File: src/logic/bus_halt_pkg.sv
package bus_halt_pkg;

    // ==========================================================
    // bus widths and reset values
    // ==========================================================
    localparam int ADDR_W = 16;
    localparam logic [ADDR_W-1:0] ADDR_RESET = 16'h0000;
    localparam logic RW_READ = 1'b1;
    localparam logic RW_WRITE = 1'b0;

    // ==========================================================
    // restart stretch timing
    // ==========================================================
    localparam int CLK_PERIOD_NS = 20;
    localparam int RESTART_HOLD_NS = 2000;
    localparam int RESTART_CYCLES =
        (RESTART_HOLD_NS + CLK_PERIOD_NS - 1) / CLK_PERIOD_NS;
    localparam int RST_CNT_W = 8;
    localparam logic [RST_CNT_W-1:0] RESTART_LOAD =
        RST_CNT_W'(RESTART_CYCLES);
    localparam logic [RST_CNT_W-1:0] RST_CNT_ZERO = 8'h00;

    // ==========================================================
    // processor run state
    // ==========================================================
    typedef enum logic [0:0] {
        MODE_HALTED = 1'b0,
        MODE_RUNNING = 1'b1
    } run_mode_t;

endpackage

File: src/logic/bus_halt_ctrl.sv
// Notes on behaviour
// - go high lets the processor run
// - go low halts, level sensitive
// - halt only at instruction end or on board reset
// - halted: bus free high, valid cycle low
// - halted: address lines released, direction line stays driven
// - restart line outputs board reset
// - external low on restart resets board
// - direction output shows transfer direction
// - read high, write low, idle read
// - halted keeps direction at read
// - address lines carry processor address
`timescale 1ns/1ps

module bus_halt_ctrl (
    input wire logic CLK, // 50 MHz system clock
    input wire logic RESET, // synchronous, active high
    input wire logic GO, // run/halt level, high runs
    input wire logic RESTART_IN, // restart pin level, low restarts
    input wire logic CORE_VALID, // core requests a bus transfer
    input wire logic CORE_RW, // core direction, high reads
    input wire logic [bus_halt_pkg::ADDR_W-1:0] CORE_ADDR, // core address
    input wire logic CORE_INSTR_END, // last cycle of an instruction
    output logic CORE_RUN, // core may advance
    output logic BOARD_RESET, // board-wide reset, active high
    output logic RESTART_OUT, // restart pin drive value, always low
    output logic RESTART_OE, // restart pin driven low
    output logic [bus_halt_pkg::ADDR_W-1:0] ADDR_O, // address lines
    output logic ADDR_OE, // address lines driven
    output logic RW_O, // direction, high reads
    output logic RW_OE, // direction line driven
    output logic VALID_MEMORY_CYCLE, // valid access qualifier
    output logic BUS_FREE // bus available indicator
);
    import bus_halt_pkg::*;

    typedef struct packed {
        run_mode_t mode;
        logic [RST_CNT_W-1:0] cnt;
        logic board_reset;
        logic drive;
        logic [ADDR_W-1:0] addr;
        logic addr_oe;
        logic rw;
        logic valid_memory_cycle;
        logic bus_free;
        logic rw_oe;
        logic restart_val;
    } state_t;

    state_t s;
    state_t next_s;
    logic keep_run;

    // ==========================================================
    // decode
    // ==========================================================
    // go low only counts once the current instruction is done
    function automatic logic halt_point(input logic go_lvl,
        input logic instr_end);
        return !go_lvl && instr_end;
    endfunction

    // ==========================================================
    // next state
    // ==========================================================
    always_comb begin
        next_s = s;
        keep_run = 1'b0;
        if (RESET) begin
            next_s.mode = MODE_HALTED;
            next_s.cnt = RESTART_LOAD;
            next_s.board_reset = 1'b1;
            next_s.drive = 1'b1;
            next_s.addr = ADDR_RESET;
            next_s.addr_oe = 1'b0;
            next_s.rw = RW_READ;
            next_s.valid_memory_cycle = 1'b0;
            next_s.bus_free = 1'b1;
            next_s.rw_oe = 1'b1;
            next_s.restart_val = 1'b0;
        end else begin
            // pin sensed only while released, else our own drive retriggers
            if (!s.drive && !RESTART_IN) begin
                next_s.cnt = RESTART_LOAD;
                next_s.board_reset = 1'b1;
                next_s.drive = 1'b1;
            end else if (s.cnt != RST_CNT_ZERO) begin
                // fixed stretch; a short external pulse gets the full span
                next_s.cnt = s.cnt - RST_CNT_W'(1);
            end else begin
                next_s.board_reset = 1'b0;
                next_s.drive = 1'b0;
            end
            if (next_s.board_reset) begin
                next_s.mode = MODE_HALTED;
            end else if (s.mode == MODE_HALTED) begin
                if (GO) begin
                    next_s.mode = MODE_RUNNING;
                end
            end else if (halt_point(GO, CORE_INSTR_END)) begin
                next_s.mode = MODE_HALTED;
            end
            keep_run = (next_s.mode == MODE_RUNNING);
            // transfer outputs; idle and halt rest at read
            // a request in the halting cycle is dropped, core must retry
            next_s.valid_memory_cycle = keep_run && s.mode == MODE_RUNNING
                && CORE_VALID;
            next_s.rw = next_s.valid_memory_cycle ? CORE_RW : RW_READ;
            next_s.addr = keep_run ? CORE_ADDR : s.addr;
            next_s.addr_oe = keep_run;
            next_s.bus_free = !keep_run;
        end
    end

    always_ff @(posedge CLK) begin
        s <= next_s;
    end

    // ==========================================================
    // outputs
    // ==========================================================
    always_comb begin
        CORE_RUN = (s.mode == MODE_RUNNING);
        BOARD_RESET = s.board_reset;
        RESTART_OUT = s.restart_val;
        RESTART_OE = s.drive;
        ADDR_O = s.addr;
        ADDR_OE = s.addr_oe;
        // direction stays driven when halted so the read level holds
        RW_O = s.rw;
        RW_OE = s.rw_oe;
        VALID_MEMORY_CYCLE = s.valid_memory_cycle;
        BUS_FREE = s.bus_free;
    end
endmodule

File: config.mk
export PLATFORM = sky130hd
export DESIGN_NAME = bus_halt_ctrl
export DESIGN_NICKNAME = d
export VERILOG_FILES = /design/src/logic/bus_halt_pkg.sv /design/src/logic/bus_halt_ctrl.sv
export SDC_FILE = /design/constraint.sdc
export NUM_CORES = 1
export LEC_CHECK = 0
export ABC_CLOCK_PERIOD_IN_PS = 5000
export BUFFER_PORTS_ARGS = -buffer_cell sky130_fd_sc_hd__buf_2
export CAP_MARGIN = 5
export CORE_MARGIN = 2
export CORE_UTILIZATION = 51
export CTS_CLUSTER_DIAMETER = 40
export DETAILED_ROUTE_END_ITERATION = 10
export GPL_TIMING_DRIVEN = 0
export PLACE_DENSITY = 0.82
export SYNTH_ARGS = -nofsm -noshare
export SYNTH_HDL_FRONTEND = slang
export SYNTH_SLANG_ARGS = --single-unit
File: constraint.sdc
create_clock -name CLK -period 5 [get_ports CLK]
set_input_delay 1.25 -clock CLK [delete_from_list [all_inputs] [get_ports CLK]]
set_output_delay 1.25 -clock CLK [all_outputs]
set_load 0.01 [all_outputs]
### After elaboration in Yosys (flattened, before gate mapping)

Cells that the tools add are included.
W data, S select, Z words.

* $add $sub $neg: 1
* $mul: 0
* divide/modulo/power cells: 0
* order comparisons: 0
* eq/ne operators: 1
* shifts and indexed selects: 0
* mux-type cells: 9
* bitwise logic cells: 1
* reductions and logical operators: 11

Operators by type and width (count)
* $mux W10: 2
* $mux W8: 1
* $reduce_bool A8 Y1: 1
* $sub A8 B1 Y8 const B: 1
* $mux W1: 5
* $logic_and A1 B1 Y1: 4
* $logic_not A1 Y1: 4
* $ne A3 B3 Y1 const B: 1
* $reduce_bool A3 Y1: 1
* $mux W2: 1
* $reduce_or A2 Y1: 1
* $not A1 Y1: 1

* register bits: 30
* latch bits: 0
* RAM bits: 0
* memory bits (read-only): 0
* input bits: 23
* output and inout port bits: 25
* memories: 0

### Logic depth before layout (Yosys ltp)

* depth in word-level cells: 10
* mapped depth: 7
* depth with buffers taken out: 6

### Worst setup path after synthesis

OpenSTA, ideal clock, no wires.

* kind: input port to flip-flop
* from: input port RESET
* to: register s, in the netlist RW_O
* setup time: 130 ps
* data arrival time: 1977 ps
* data required time: 4870 ps
* path slack: 2893 ps
* stages on the path: 5
* cell sequence: o21ba_2 o21ai_0 a21oi_4 buf_6 nand4b_1

* longest elaborated chain between the ends: 1

Ends and longest elaborated chain
* start, declared: line bus_halt_ctrl.sv:17 `input wire logic RESET,`
* $reduce_or A2 Y1 (no line)
* end signal, assigned: line bus_halt_ctrl.sv:117 `s <= next_s;`
* end, declared: line bus_halt_ctrl.sv:51 `state_t s;`

No other way between the ends.
A chain may end at the register's enable or synchronous reset.

==> impl_metrics.json <==
{
  "status": "completed",
  "clkTransAtPathRegs_ns": 0.09,
  "synth_edf_count": 0,
  "cts_setup_buffers": 0,
  "synth-compound-area-share_pct": 20.32,
  "drt_pass1_iterations": 4,
  "num_rows": 17,
  "rr_startpoint": "s[24]$_SDFFE_PP0P_",
  "grt_pass1_vias": 921,
  "yosys.area_share.simple_pct": 10.72,
  "fp.dieH_um": 53.26,
  "synthTopCellsByCount": "dfxtp_1 (30), buf_4 (19), a22o_1 (16), nor2_1 (8), nand2_1 (6)",
  "synth_top_area_share_pct": 48.53,
  "syn-cell-area_um2": 1237,
  "hold_path_class": "register to register",
  "wl_per_cell_um": 13.09,
  "cts-root-buf": "clkbuf_4",
  "antenna_found_initial": 0,
  "finalMaxSlewViolations": 0,
  "synthArstFlopShare_pct": 0,
  "clockBufferDepth": 2,
  "die_area_um2": 2836,
  "final_nets": 197,
  "synth_area_leader_cell": "dfxtp_1",
  "synth-xor-area-share_pct": 2.831,
  "final_hold_viol_count": 0,
  "slowest_stage": "dfxtp_1",
  "drc": 0,
  "initialDrtViolationCount": 17,
  "fin_ws_ns": 2.763,
  "cp_max_fo": 5,
  "synth_most_common_cell": "dfxtp_1",
  "cpLargestDelayFamily": "flip-flops",
  "final.fill_count": 183,
  "dp_hpwl_mm": 1.941,
  "critPathBufInv": 2,
  "synth_top_family_by_area": "compound AO/OA/AOI/OAI gates",
  "cpPeakStageDelay_ns": 0.41,
  "fmax_mhz": 447.1,
  "ff2ff_setup_slack_ns": 2.95,
  "cts_made_buffers": 5,
  "yosysWarnings": 0,
  "clk-insertion-delay-late_ns": 0.33,
  "timing.setup.tns_ns": 0,
  "arrival_ns": 0.99,
  "gr-total-overflow": 0,
  "yosys-top-cells-area": "dfxtp_1 (49%), buf_4 (12%), a22o_1 (11%)",
  "p_leak_uw": 0.0007832,
  "ir_drop_mv": 0.4838,
  "rsz0062_at_grt": "false",
  "grt_usage_pct": 20.30,
  "synthCells": 120,
  "fp.coreArea_um2": 2255,
  "crit_path_start_kind": "register",
  "power.density_nw_per_um2": 336.8,
  "whs_ns": 0.4853,
  "r2r-end": "ADDR_O[8]$_SDFFE_PP0N_",
  "routed_wl_mm": 2.631,
  "io_buffers": 45,
  "cts.sinks": 30,
  "crit_cells": 2,
  "syn-num-nets": 145,
  "ctsResizeCount": 0,
  "crit_type": "register to primary output",
  "vias": 1020,
  "endpoint_kind": "primary output",
  "fp.dieW_um": 53.26,
  "critical_path.cell_chain": "buf_4 -> buf_2",
  "ant_nets": 0,
  "min_period_over_period_pct": 44.74,
  "ys.flop_type": "dfxtp_1",
  "post-place-ws_ns": 2.583,
  "r2r_cells": 7,
  "synth.area.mux_share_pct": 0,
  "drv_cap": 0,
  "gp_congestion": 0.7328,
  "fin_crit_ns": 2.237,
  "synth-seq-area-share_pct": 48.53,
  "cts_tree": "built",
  "synth_cell_types": 32,
  "setup_viol": 0,
  "grt_max_degree": 11,
  "avgSynthCellArea_um2": 10.31,
  "power_uw": 542.0,
  "worst-endpoint-required_ns": 3.75,
  "tightest_slew_ns": 0.5462,
  "start_util_pct": 54.88,
  "synth_seq_cells": 30,
  "area_growth_pct": 30.03,
  "htreeDepth": 2,
  "viasPerCell": 5.075,
  "grt_pass1_wl_mm": 3.939,
  "startpoint": "ADDR_OE$_SDFF_PP0_",
  "max_slew_margin_pct": 63.51,
  "final_layout_size_suffix_gt1_share_pct": 46.82,
  "synthAdderAreaFrac_pct": 2.022,
  "pin_count": 48,
  "cts_hold_buffers": 0,
  "n_antenna_cell": 0,
  "endpoint": "CORE_RUN",
  "fin_skew_ns": 0.005610
}
==> layout by cell type, fill, tap and decap left out, types with 2 or more instances in the layout <==
cell type  instances
buf_2             46
dfxtp_1           30
nand4b_1           2
buf_6              2
xor2_1             3
clkbuf_4           5
nor2_1             8
o31ai_1            2
a22o_1            16
bufinv_16          2
buf_4             19
ha_1               2
conb_1             2
nand2_1            6
o21ai_0            2
inv_1              4
a21oi_1            3
nor3_1             2
==> per-layer routing <==
layer | vias up | share of wire (%) | GRT usage (%)
li1 | 502 | - | -
met1 | 477 | 42 | 21.81
met2 | 36 | 49 | 33.95
met3 | 5 | 7.6 | 8.192
met4 | 0 | 2.0 | 10.26
met5 | - | 0 | 0
==> cells by family (layout without fill, tap and decap cells) <==
kind of cell / Yosys count / after routing
AOI/OAI and AO/OA: 31 / 31
xor gates and xnor gates: 4 / 4
adders and majority gates: 2 / 2
buffers and inverters: 26 / 79
DFF: 30 / 30
other: 2 / 2
and+or+nand+nor: 25 / 25
==> worst min path at each step <==
stage / start / endpoint / slack, ns / depth (start not counted)
after floorplan: s[31]$_SDFFE_PP0P_ / s[31]$_SDFFE_PP0P_ / 0.44 / 2
after global placement: s[31]$_SDFFE_PP0P_ / s[31]$_SDFFE_PP0P_ / 0.45 / 2
after detailed placement: s[31]$_SDFFE_PP0P_ / s[31]$_SDFFE_PP0P_ / 0.46 / 2
after CTS: s[31]$_SDFFE_PP0P_ / s[31]$_SDFFE_PP0P_ / 0.48 / 2
after global routing: s[31]$_SDFFE_PP0P_ / s[31]$_SDFFE_PP0P_ / 0.49 / 2
final: s[31]$_SDFFE_PP0P_ / s[31]$_SDFFE_PP0P_ / 0.49 / 2
==> metrics by stage <==
stage	instance area [um2]	cells	utilization (%)
finish	1609	201	71.37
global placement	1498	193	66.43
CTS	1609	201	71.37
global route	1609	201	71.37
detailed placement	1498	193	66.43
floorplan	1237	120	-
==> worst reg2reg max path, stage by stage (launching register included) <==
cell and delay [ns]:
dfxtp_1 0.34, inv_1 0.12, ha_1 0.16, or3b_2 0.51, o21ai_1 0.21, a21oi_2 0.15, buf_2 0.21, a22o_1 0.25
==> sequential cells by signal (all words and copies together) (netlist names) <==
name,flops
ADDR_O,16
BUS_FREE,1
RESTART_OE,1
BOARD_RESET,1
VALID_MEMORY_CYCLE,1
RW_O,1
ADDR_OE,1
s,8
==> where the power goes <==
| group | leakage (uW) | switching, uW | total [uW] | internal, uW |
|---|---|---|---|---|
| sequential | 0.000243 | 6.80 | 251 | 245 |
| clock | 0.0000585 | 85.6 | 255 | 169 |
| combinational | 0.000482 | 18.4 | 35.6 | 17.3 |
==> area by class of cell <==
cell class	count	area [um2]	area share [%]
well taps	28	35.03	2.177
inverters	4	15.01	0.9331
flip-flops and latches	30	600.6	37.33
clock buffers	6	51.30	3.188
clock inverters	2	60.06	3.733
plain buffers	22	170.2	10.58
multi-input cells	64	451.7	28.07
repair buffers	45	225.2	14.00
(Power assumes the default switching activity.)
